<file path="src/hw/pire_regs.svh">
// Register offsets, field masks and reset values of the interrupt flag block
`ifndef PIRE_REGS_SVH
`define PIRE_REGS_SVH

`define PIRE_ADDR_W        8
`define PIRE_OFF_EN4       8'h00
`define PIRE_OFF_REQ1      8'h04
`define PIRE_OFF_REQ2      8'h08
`define PIRE_OFF_REQ3      8'h0c
`define PIRE_OFF_IRQ_STAT  8'h10
`define PIRE_OFF_IRQ_MASK  8'h14
`define PIRE_OFF_PEND      8'h18

`define PIRE_EN4_IMPL      8'h03
`define PIRE_EN4_COLL_BIT  1
`define PIRE_EN4_XFER_BIT  0
`define PIRE_REQ1_IMPL     8'hff
`define PIRE_REQ1_HWLVL    8'h30
`define PIRE_REQ2_IMPL     8'hf9
`define PIRE_REQ2_IMPL_SM  8'hb9
`define PIRE_REQ3_IMPL     8'h3a
`define PIRE_NO_BITS       8'h00
`define PIRE_REG_RST       8'h00
`define PIRE_WORD_RST      32'h00000000

`define PIRE_IST_W         4
`define PIRE_IST_RST       4'h0
`define PIRE_IST_REQ1      0
`define PIRE_IST_REQ2      1
`define PIRE_IST_REQ3      2
`define PIRE_IST_BUSERR    3

`define PIRE_HI_ZERO       24'h000000
`define PIRE_RESP_OKAY     2'b00
`define PIRE_RESP_SLVERR   2'b10

`endif

</file>
<file path="src/hw/pire_pkg.sv">
// Types shared by the interrupt flag block
package pire_pkg;

  // Event pulses per request register
  typedef struct packed {
    logic [7:0] r3;
    logic [7:0] r2;
    logic [7:0] r1;
  } pire_evt_t;

  // Enables of the first three request registers, held elsewhere
  typedef struct packed {
    logic [7:0] e3;
    logic [7:0] e2;
    logic [7:0] e1;
  } pire_en_t;

  // Second serial port flags, held elsewhere
  typedef struct packed {
    logic collision;
    logic transfer;
  } pire_ser2_t;

  // Write channel states
  typedef enum logic [1:0] {
    PIRE_WR_IDLE = 2'b00,
    PIRE_WR_RESP = 2'b01
  } pire_wr_st_t;

endpackage : pire_pkg

</file>
<file path="src/hw/pire_top.sv">
// Peripheral interrupt enable and request registers behind an AXI4-Lite slave
//
// Summary of operation
// - Events set request flags regardless of enables
// - Enable bit 1 gates serial2 collision
// - Enable bit 0 gates serial2 transfer
// - Enable bits 7..2 read zero, ignore writes
// - Request 1 holds eight pending source flags
// - Request 1 bits 5,4 are read-only
// - Request 2 flags; bits 2,1 read zero
// - Request 3 flags; bits 7,6,2,0 zero
// - All implemented bits reset to zero
// - Enable 4 and comparator2 only large variant
// - Peripheral irq needs core peripheral enable
`timescale 1ns/100ps
`include "pire_regs.svh"

module pire_top
  import pire_pkg::*;
#(
  parameter bit LARGE_VARIANT = 1'b1
) (
  // Clock and reset
  input  wire logic        aclk,
  input  wire logic        aresetn,
  // AXI4-Lite write address
  input  wire logic [31:0] s_axi_awaddr,
  input  wire logic [2:0]  s_axi_awprot,
  input  wire logic        s_axi_awvalid,
  output logic             s_axi_awready,
  // AXI4-Lite write data
  input  wire logic [31:0] s_axi_wdata,
  input  wire logic [3:0]  s_axi_wstrb,
  input  wire logic        s_axi_wvalid,
  output logic             s_axi_wready,
  // AXI4-Lite write response
  output logic [1:0]       s_axi_bresp,
  output logic             s_axi_bvalid,
  input  wire logic        s_axi_bready,
  // AXI4-Lite read address
  input  wire logic [31:0] s_axi_araddr,
  input  wire logic [2:0]  s_axi_arprot,
  input  wire logic        s_axi_arvalid,
  output logic             s_axi_arready,
  // AXI4-Lite read data
  output logic [31:0]      s_axi_rdata,
  output logic [1:0]       s_axi_rresp,
  output logic             s_axi_rvalid,
  input  wire logic        s_axi_rready,
  // Peripheral events and external enables
  input  wire pire_evt_t   event_in,
  input  wire pire_en_t    enable_in,
  input  wire pire_ser2_t  serial2_flags,
  input  wire logic        periph_irq_enable,
  // Interrupt outputs
  output logic             periph_irq,
  output logic             irq
);

  localparam logic [7:0] REQ2_IMPL = LARGE_VARIANT ? `PIRE_REQ2_IMPL : `PIRE_REQ2_IMPL_SM;
  localparam logic [7:0] EN4_IMPL  = LARGE_VARIANT ? `PIRE_EN4_IMPL : `PIRE_NO_BITS;

  localparam logic [7:0] REQ_OFF   [3] = '{`PIRE_OFF_REQ1, `PIRE_OFF_REQ2, `PIRE_OFF_REQ3};
  localparam logic [7:0] REQ_IMPL  [3] = '{`PIRE_REQ1_IMPL, REQ2_IMPL, `PIRE_REQ3_IMPL};
  localparam logic [7:0] REQ_HWLVL [3] = '{`PIRE_REQ1_HWLVL, `PIRE_NO_BITS, `PIRE_NO_BITS};

  // Registers
  logic [7:0]            req_r [3];
  logic [7:0]            req_nxt [3];
  logic [7:0]            ev_a [3];
  logic [7:0]            en_a [3];
  logic [7:0]            en4_r;
  logic [`PIRE_IST_W-1:0] ist_r;
  logic [`PIRE_IST_W-1:0] imask_r;
  logic [`PIRE_IST_W-1:0] ist_set;

  // Bus slave state
  pire_wr_st_t           wr_st_r;
  logic                  aw_full_r;
  logic                  w_full_r;
  logic [31:0]           aw_addr_r;
  logic [31:0]           w_data_r;
  logic                  w_lane0_r;
  logic                  awready_r;
  logic                  wready_r;
  logic                  bvalid_r;
  logic [1:0]            bresp_r;
  logic                  arready_r;
  logic                  rvalid_r;
  logic [31:0]           rdata_r;
  logic [1:0]            rresp_r;
  logic                  pirq_r;
  logic                  irq_r;

  // Handshake terms
  logic                  aw_take;
  logic                  w_take;
  logic                  wr_do;
  logic                  wr_hit_ok;
  logic                  ar_take;
  logic [7:0]            wr_off;
  logic [7:0]            wr_byte;
  logic                  wr_lane;
  logic [7:0]            rd_byte;
  logic                  rd_ok;
  logic [7:0]            pend_sum;
  logic                  any_pend;

  assign ev_a[0] = event_in.r1;
  assign ev_a[1] = event_in.r2;
  assign ev_a[2] = event_in.r3;
  assign en_a[0] = enable_in.e1;
  assign en_a[1] = enable_in.e2;
  assign en_a[2] = enable_in.e3;

  assign aw_take = s_axi_awvalid & awready_r;
  assign w_take  = s_axi_wvalid & wready_r;
  assign ar_take = s_axi_arvalid & arready_r;
  // Address and data may arrive in either order; commit once both are held
  assign wr_do   = aw_full_r & w_full_r & (wr_st_r == PIRE_WR_IDLE);
  assign wr_off  = aw_addr_r[7:0];
  assign wr_byte = w_data_r[7:0];
  assign wr_lane = w_lane0_r;

  // Decode of a write target, upper address bits must be zero
  always_comb begin
    wr_hit_ok = 1'b0;
    if (aw_addr_r[31:8] == `PIRE_HI_ZERO) begin
      case (wr_off)
        `PIRE_OFF_EN4,
        `PIRE_OFF_REQ1,
        `PIRE_OFF_REQ2,
        `PIRE_OFF_REQ3,
        `PIRE_OFF_IRQ_STAT,
        `PIRE_OFF_IRQ_MASK,
        `PIRE_OFF_PEND: wr_hit_ok = 1'b1;
        default:        wr_hit_ok = 1'b0;
      endcase
    end
  end

  // Request flags, one entry per request register
  generate
    for (genvar i = 0; i < 3; i++) begin : g_req
      logic       hit;
      logic [7:0] wmask;
      assign hit   = wr_do & wr_lane & (wr_off == REQ_OFF[i]) &
                     (aw_addr_r[31:8] == `PIRE_HI_ZERO);
      assign wmask = REQ_IMPL[i] & ~REQ_HWLVL[i];
      always_comb begin
        req_nxt[i] = ((hit ? (wr_byte & wmask) : (req_r[i] & wmask)) | (ev_a[i] & wmask))
                     | (ev_a[i] & REQ_HWLVL[i] & REQ_IMPL[i]);
      end
      always_ff @(posedge aclk) begin
        if (!aresetn) begin
          req_r[i] <= `PIRE_REG_RST;
        end else begin
          req_r[i] <= req_nxt[i];
        end
      end
      // Hardware sets a flag that software may not have seen yet
      assign ist_set[i] = |(ev_a[i] & REQ_IMPL[i] & ~req_r[i]);
    end
  endgenerate

  assign ist_set[`PIRE_IST_BUSERR] = (wr_do & ~wr_hit_ok) | (ar_take & ~rd_ok);

  // Fourth enable register
  always_ff @(posedge aclk) begin
    if (!aresetn) begin
      en4_r <= `PIRE_REG_RST;
    end else if (wr_do && wr_lane && wr_hit_ok && wr_off == `PIRE_OFF_EN4) begin
      en4_r <= wr_byte & EN4_IMPL;
    end
  end

  // Event status, write one to clear
  always_ff @(posedge aclk) begin
    if (!aresetn) begin
      ist_r <= `PIRE_IST_RST;
    end else if (wr_do && wr_lane && wr_hit_ok && wr_off == `PIRE_OFF_IRQ_STAT) begin
      ist_r <= (ist_r & ~wr_byte[`PIRE_IST_W-1:0]) | ist_set;
    end else begin
      ist_r <= ist_r | ist_set;
    end
  end

  // Event mask
  always_ff @(posedge aclk) begin
    if (!aresetn) begin
      imask_r <= `PIRE_IST_RST;
    end else if (wr_do && wr_lane && wr_hit_ok && wr_off == `PIRE_OFF_IRQ_MASK) begin
      imask_r <= wr_byte[`PIRE_IST_W-1:0];
    end
  end

  // Pending summary per register; index 3 is the second serial port
  always_comb begin
    pend_sum[0] = |(req_r[0] & en_a[0]);
    pend_sum[1] = |(req_r[1] & en_a[1] & REQ2_IMPL);
    pend_sum[2] = |(req_r[2] & en_a[2] & `PIRE_REQ3_IMPL);
    pend_sum[3] = (serial2_flags.collision & en4_r[`PIRE_EN4_COLL_BIT]) |
                  (serial2_flags.transfer & en4_r[`PIRE_EN4_XFER_BIT]);
    pend_sum[7:4] = 4'h0;
    any_pend = |pend_sum;
  end

  // Interrupt outputs are registered, one cycle behind the flags
  always_ff @(posedge aclk) begin
    if (!aresetn) begin
      pirq_r <= 1'b0;
      irq_r  <= 1'b0;
    end else begin
      pirq_r <= periph_irq_enable & any_pend;
      irq_r  <= |(ist_r & imask_r);
    end
  end

  // Write address channel
  always_ff @(posedge aclk) begin
    if (!aresetn) begin
      aw_full_r <= 1'b0;
      aw_addr_r <= `PIRE_WORD_RST;
      awready_r <= 1'b0;
    end else if (aw_take) begin
      aw_full_r <= 1'b1;
      aw_addr_r <= s_axi_awaddr;
      awready_r <= 1'b0;
    end else if (wr_do) begin
      aw_full_r <= 1'b0;
    end else if (!aw_full_r && wr_st_r == PIRE_WR_IDLE) begin
      awready_r <= 1'b1;
    end
  end

  // Write data channel; only byte lane 0 carries register bits
  always_ff @(posedge aclk) begin
    if (!aresetn) begin
      w_full_r  <= 1'b0;
      w_data_r  <= `PIRE_WORD_RST;
      w_lane0_r <= 1'b0;
      wready_r  <= 1'b0;
    end else if (w_take) begin
      w_full_r  <= 1'b1;
      w_data_r  <= s_axi_wdata;
      w_lane0_r <= s_axi_wstrb[0];
      wready_r  <= 1'b0;
    end else if (wr_do) begin
      w_full_r  <= 1'b0;
    end else if (!w_full_r && wr_st_r == PIRE_WR_IDLE) begin
      wready_r  <= 1'b1;
    end
  end

  // Write response
  always_ff @(posedge aclk) begin
    if (!aresetn) begin
      wr_st_r  <= PIRE_WR_IDLE;
      bvalid_r <= 1'b0;
      bresp_r  <= `PIRE_RESP_OKAY;
    end else begin
      case (wr_st_r)
        PIRE_WR_IDLE: begin
          if (wr_do) begin
            wr_st_r  <= PIRE_WR_RESP;
            bvalid_r <= 1'b1;
            bresp_r  <= wr_hit_ok ? `PIRE_RESP_OKAY : `PIRE_RESP_SLVERR;
          end
        end
        PIRE_WR_RESP: begin
          if (s_axi_bready) begin
            wr_st_r  <= PIRE_WR_IDLE;
            bvalid_r <= 1'b0;
          end
        end
        default: begin
          wr_st_r  <= PIRE_WR_IDLE;
          bvalid_r <= 1'b0;
        end
      endcase
    end
  end

  // Read decode; unimplemented bits come back as zero
  always_comb begin
    rd_byte = `PIRE_REG_RST;
    rd_ok   = s_axi_araddr[31:8] == `PIRE_HI_ZERO;
    case (s_axi_araddr[7:0])
      `PIRE_OFF_EN4:      rd_byte = en4_r;
      `PIRE_OFF_REQ1:     rd_byte = req_r[0];
      `PIRE_OFF_REQ2:     rd_byte = req_r[1];
      `PIRE_OFF_REQ3:     rd_byte = req_r[2];
      `PIRE_OFF_IRQ_STAT: rd_byte = {{(8-`PIRE_IST_W){1'b0}}, ist_r};
      `PIRE_OFF_IRQ_MASK: rd_byte = {{(8-`PIRE_IST_W){1'b0}}, imask_r};
      `PIRE_OFF_PEND:     rd_byte = pend_sum;
      default:            rd_ok   = 1'b0;
    endcase
  end

  // Read channel; one read at a time, answer one cycle after the take
  always_ff @(posedge aclk) begin
    if (!aresetn) begin
      arready_r <= 1'b0;
      rvalid_r  <= 1'b0;
      rdata_r   <= `PIRE_WORD_RST;
      rresp_r   <= `PIRE_RESP_OKAY;
    end else if (ar_take) begin
      arready_r <= 1'b0;
      rvalid_r  <= 1'b1;
      rdata_r   <= {`PIRE_HI_ZERO, rd_ok ? rd_byte : `PIRE_REG_RST};
      rresp_r   <= rd_ok ? `PIRE_RESP_OKAY : `PIRE_RESP_SLVERR;
    end else if (rvalid_r && s_axi_rready) begin
      rvalid_r  <= 1'b0;
    end else if (!rvalid_r) begin
      arready_r <= 1'b1;
    end
  end

  assign s_axi_awready = awready_r;
  assign s_axi_wready  = wready_r;
  assign s_axi_bvalid  = bvalid_r;
  assign s_axi_bresp   = bresp_r;
  assign s_axi_arready = arready_r;
  assign s_axi_rvalid  = rvalid_r;
  assign s_axi_rdata   = rdata_r;
  assign s_axi_rresp   = rresp_r;
  assign periph_irq    = pirq_r;
  assign irq           = irq_r;

endmodule : pire_top

</file>
<file path="config.mk">
export PLATFORM = sky130hd
export DESIGN_NAME = pire_top
export DESIGN_NICKNAME = d
export VERILOG_FILES = /design/src/hw/pire_pkg.sv /design/src/hw/pire_top.sv
export VERILOG_INCLUDE_DIRS = /design/src /design/src/hw
export SDC_FILE = /design/constraint.sdc
export NUM_CORES = 1
export LEC_CHECK = 0
export BUFFER_PORTS_ARGS = -buffer_cell sky130_fd_sc_hd__buf_2
export CORE_ASPECT_RATIO = 1.5
export CORE_UTILIZATION = 49
export DETAILED_ROUTE_END_ITERATION = 8
export PLACE_DENSITY = 0.85
export SYNTH_ARGS = -nofsm -noshare
export SYNTH_HDL_FRONTEND = slang
export SYNTH_SLANG_ARGS = --single-unit
</file>
<file path="constraint.sdc">
create_clock -name aclk -period 5.6 [get_ports aclk]
set_clock_uncertainty 0.2 [all_clocks]
set_input_delay 1.4 -clock aclk [delete_from_list [all_inputs] [get_ports aclk]]
set_output_delay 1.4 -clock aclk [all_outputs]
set_load 0.02 [all_outputs]
</file>
==> qor.txt <==
outcome -> finished, final reports clean
Post-CTS Setup Bufs -> 0
RSZ-0062 raised after global routing -> no
Post-synth ARST share -> 0%
Worst EP arrival -> 3100 ps
antenna fix cells -> 0
Worst R2R Path Depth -> 5
most common cell after layout, fill and taps aside -> buf_2
Avg Cell Area, Syn -> 8.31 um^2
Worst slew margin -> 30.1%
critical path, cell by cell -> buf_2, nor4_1, nand4_1, or4_4, or3_1, o21ai_0
clock latency on the worst-skew pair -> 340 ps
Worst Path Required -> 5670 ps
number of synthesized register bits -> 88
commonest cells after routing, fill and taps aside -> buf_2, nand2_1, dfxtp_1
Pwr Density -> 302 nW/um^2
Top Family by Delay on Critical Path -> simple AND/OR/NAND/NOR gates
peak supply drop -> 0.000209 V
Hold Path Depth -> 2
Sum Neg Setup Slack -> 0 ps
Die Wd -> 76.7 um
Ys Warns -> 0
sw power -> 391 uW
maximum achievable frequency -> 330 MHz
WHS Endpoint -> s_axi_rdata[6]$_SDFFE_PN0P_
Max stage delay cell, worst path -> or4_4
Post-DP Area -> 4740 um^2
FF-to-FF Start -> aw_addr_r[27]$_SDFFE_PN0P_
number of synthesized flops with an enable pin -> 0
Switching Share -> 25.6%
Worst Hold Slack -> 248 ps
P&R area growth vs syn -> 23.4%
largest net degree at the start of global routing -> 77
Worst path max stage delay -> 610 ps
core area -> 8060 um^2
minimum clock period after layout -> 3030 ps
Avg WL per Cell -> 14.6 um
cts bufs inserted -> 9
DP HPWL -> 8250 um
Final setup violation count -> 0
CTS H-tree depth -> 3
Layout Nets -> 783
CTS tree -> done
routability-driven placement congestion ratio -> 0.889
Port Buffers -> 135
worst hold path class -> reg2reg
sequential share of power -> 45.2%
Root Buffer -> clkbuf_16
final design utilization -> 62.7%
# hold bufs at CTS -> 0
die area -> 8740 um^2
CP bufs+invs -> 1
gr ovfl total -> 0
Ports -> 207
Final Cycle Share -> 54.1%
final wirelength -> 10600 um
P_leak -> 0.00216 uW
clock sinks -> 88
Routed Antenna Nets -> 0
Die Ht -> 114 um
register area share after synthesis -> 43.0%
Worst Tran Pin Value -> 1050 ps
hold path start -> s_axi_rdata[6]$_SDFFE_PN0P_
clk buf depth -> 2
r2r setup slk -> 3180 ps
Critical Path Sink Type -> flop
Final Hold Fails -> 0
Syn Inst Count -> 493
Cell variety after synth -> 47
critical path class -> in2reg
synthesized cell area -> 4100 um^2
Overall Global Routing Usage -> 25.0%
Reg-to-Reg End -> ist_r[3]$_SDFF_PN0_
worst-path maximum fanout -> 5
max cap viols -> 0
vias per cell -> 5.25
starting density of the core -> 50.9%
FF+latch area -> 1760 um^2
initial antenna violation count -> 0
final instance area -> 5050 um^2
Initial DRC Count -> 237
first-pass GRT wire length -> 16700 um
Final Max Slew Viols -> 0
Filler Cells Inserted -> 746
P_int -> 1140 uW
logic gate share of total power -> 13.6%
Main synth FF type -> dfxtp_1
crit path launch type -> input port
multi-input logic area -> 2070 um^2
CTS resizes -> 0
clock power share -> 41.1%
Vias -> 3826
Worst-path clk slew -> 60 ps
vias in the first global route -> 3666
DRC viols -> 0
DRT Pass-1 Iters -> 5
row count -> 40
layout cells sized above 1 -> 27.4%
-- cell type report --
cell class	count	area share [%]
Clock buffer	14	5.62
Clock inverter	2	0.693
Inverter	23	1.71
Multi-Input combinational cell	361	41.0
Sequential cell	88	34.9
Tap cell	105	2.60
Timing Repair Buffer	136	13.5
-- flip-flops by register name (all words and copies together) (netlist names) --
| signal | count |
|---|---|
| w_lane0_r | 1 |
| s_axi_bresp | 1 |
| w_data_r | 8 |
| s_axi_awready | 1 |
| w_full_r | 1 |
| s_axi_bvalid | 1 |
| ist_r | 4 |
| s_axi_wready | 1 |
| s_axi_rdata | 8 |
| imask_r | 4 |
| irq | 1 |
| periph_irq | 1 |
| aw_full_r | 1 |
| s_axi_arready | 1 |
| s_axi_rresp | 1 |
| en4_r | 2 |
| s_axi_rvalid | 1 |
| req_r | 18 |
| aw_addr_r | 32 |
-- cell usage after synthesis, types with 2 or more instances --
cell type / n / share of area [%]
a211oi_1: 5 / 0.92
a21oi_1: 70 / 8.5
a221oi_1: 4 / 0.85
a22oi_1: 14 / 2.6
and2_1: 3 / 0.46
buf_1: 3 / 0.27
buf_4: 26 / 4.8
clkbuf_1: 17 / 1.6
dfxtp_1: 88 / 43
inv_1: 22 / 2.0
mux2_2: 4 / 1.1
mux2i_1: 23 / 5.6
nand2_1: 106 / 9.7
nand2b_1: 4 / 0.61
nand3_1: 5 / 0.61
nand3b_1: 2 / 0.37
nand4_1: 2 / 0.31
nor2_1: 21 / 1.9
nor2b_1: 2 / 0.31
nor3_1: 12 / 1.5
nor3b_1: 2 / 0.37
nor4_1: 7 / 1.1
nor4_2: 5 / 1.5
nor4_4: 4 / 2.1
o21a_1: 2 / 0.37
o21ai_0: 12 / 1.5
o22ai_1: 7 / 1.1
or3_1: 2 / 0.31
-- power groups by stage --
stage / registers, uW / clock network (uW) / logic [uW]
global placement: 702 / 0 / 204
CTS: 690 / 638 / 211
detailed placement: 704 / 0 / 209
floorplan: 698 / 0 / 147
global route: 694 / 666 / 231
finish: 691 / 628 / 208
-- stage by stage --
stage	total power [uW]	setup WS, ps	instances
final	1530	2570	729
after global routing	1590	2410	729
after CTS	1540	2560	729
after detailed placement	913	2220	713
after global placement	906	2260	713
after floorplan	845	2500	518
-- kinds of logic after synthesis --
logic type / synth area share, %
simple gates: 23.6
other cells: 0.0915
flops: 43.0
mux: 6.72
compound gates: 17.9
buf+inv: 8.70
-- tightest hold or removal path, delay by kind of cell (launching register included) --
family,cells,cell delay [ps]
AO/OA/AOI/OAI,1,50
flip-flops,1,320
AND/OR/NAND/NOR,1,50
-- worst max path at each step --
| stage | slack [ps] | cells past startpoint | start | end |
|---|---|---|---|---|
| floorplan | 2500 | 5 | s_axi_araddr[13] | s_axi_rdata[4]$_SDFFE_PN0P_ |
| global placement | 2260 | 6 | s_axi_araddr[9] | s_axi_rdata[4]$_SDFFE_PN0P_ |
| detailed placement | 2220 | 6 | s_axi_araddr[9] | s_axi_rdata[4]$_SDFFE_PN0P_ |
| CTS | 2560 | 6 | s_axi_araddr[9] | s_axi_rdata[5]$_SDFFE_PN0P_ |
| global route | 2410 | 6 | s_axi_araddr[9] | s_axi_rdata[4]$_SDFFE_PN0P_ |
| finish | 2570 | 6 | s_axi_araddr[9] | s_axi_rdata[5]$_SDFFE_PN0P_ |
-- layer usage --
| layer | vias up | global-route usage (%) | share of wire (%) |
|---|---|---|---|
| li1 | 1919 | - | - |
| met1 | 1717 | 24.3 | 37 |
| met2 | 161 | 47.4 | 53 |
| met3 | 29 | 3.92 | 4.6 |
| met4 | 0 | 18.1 | 5.3 |
| met5 | - | 0 | 0 |
Power figures use the tool's default switching activity.
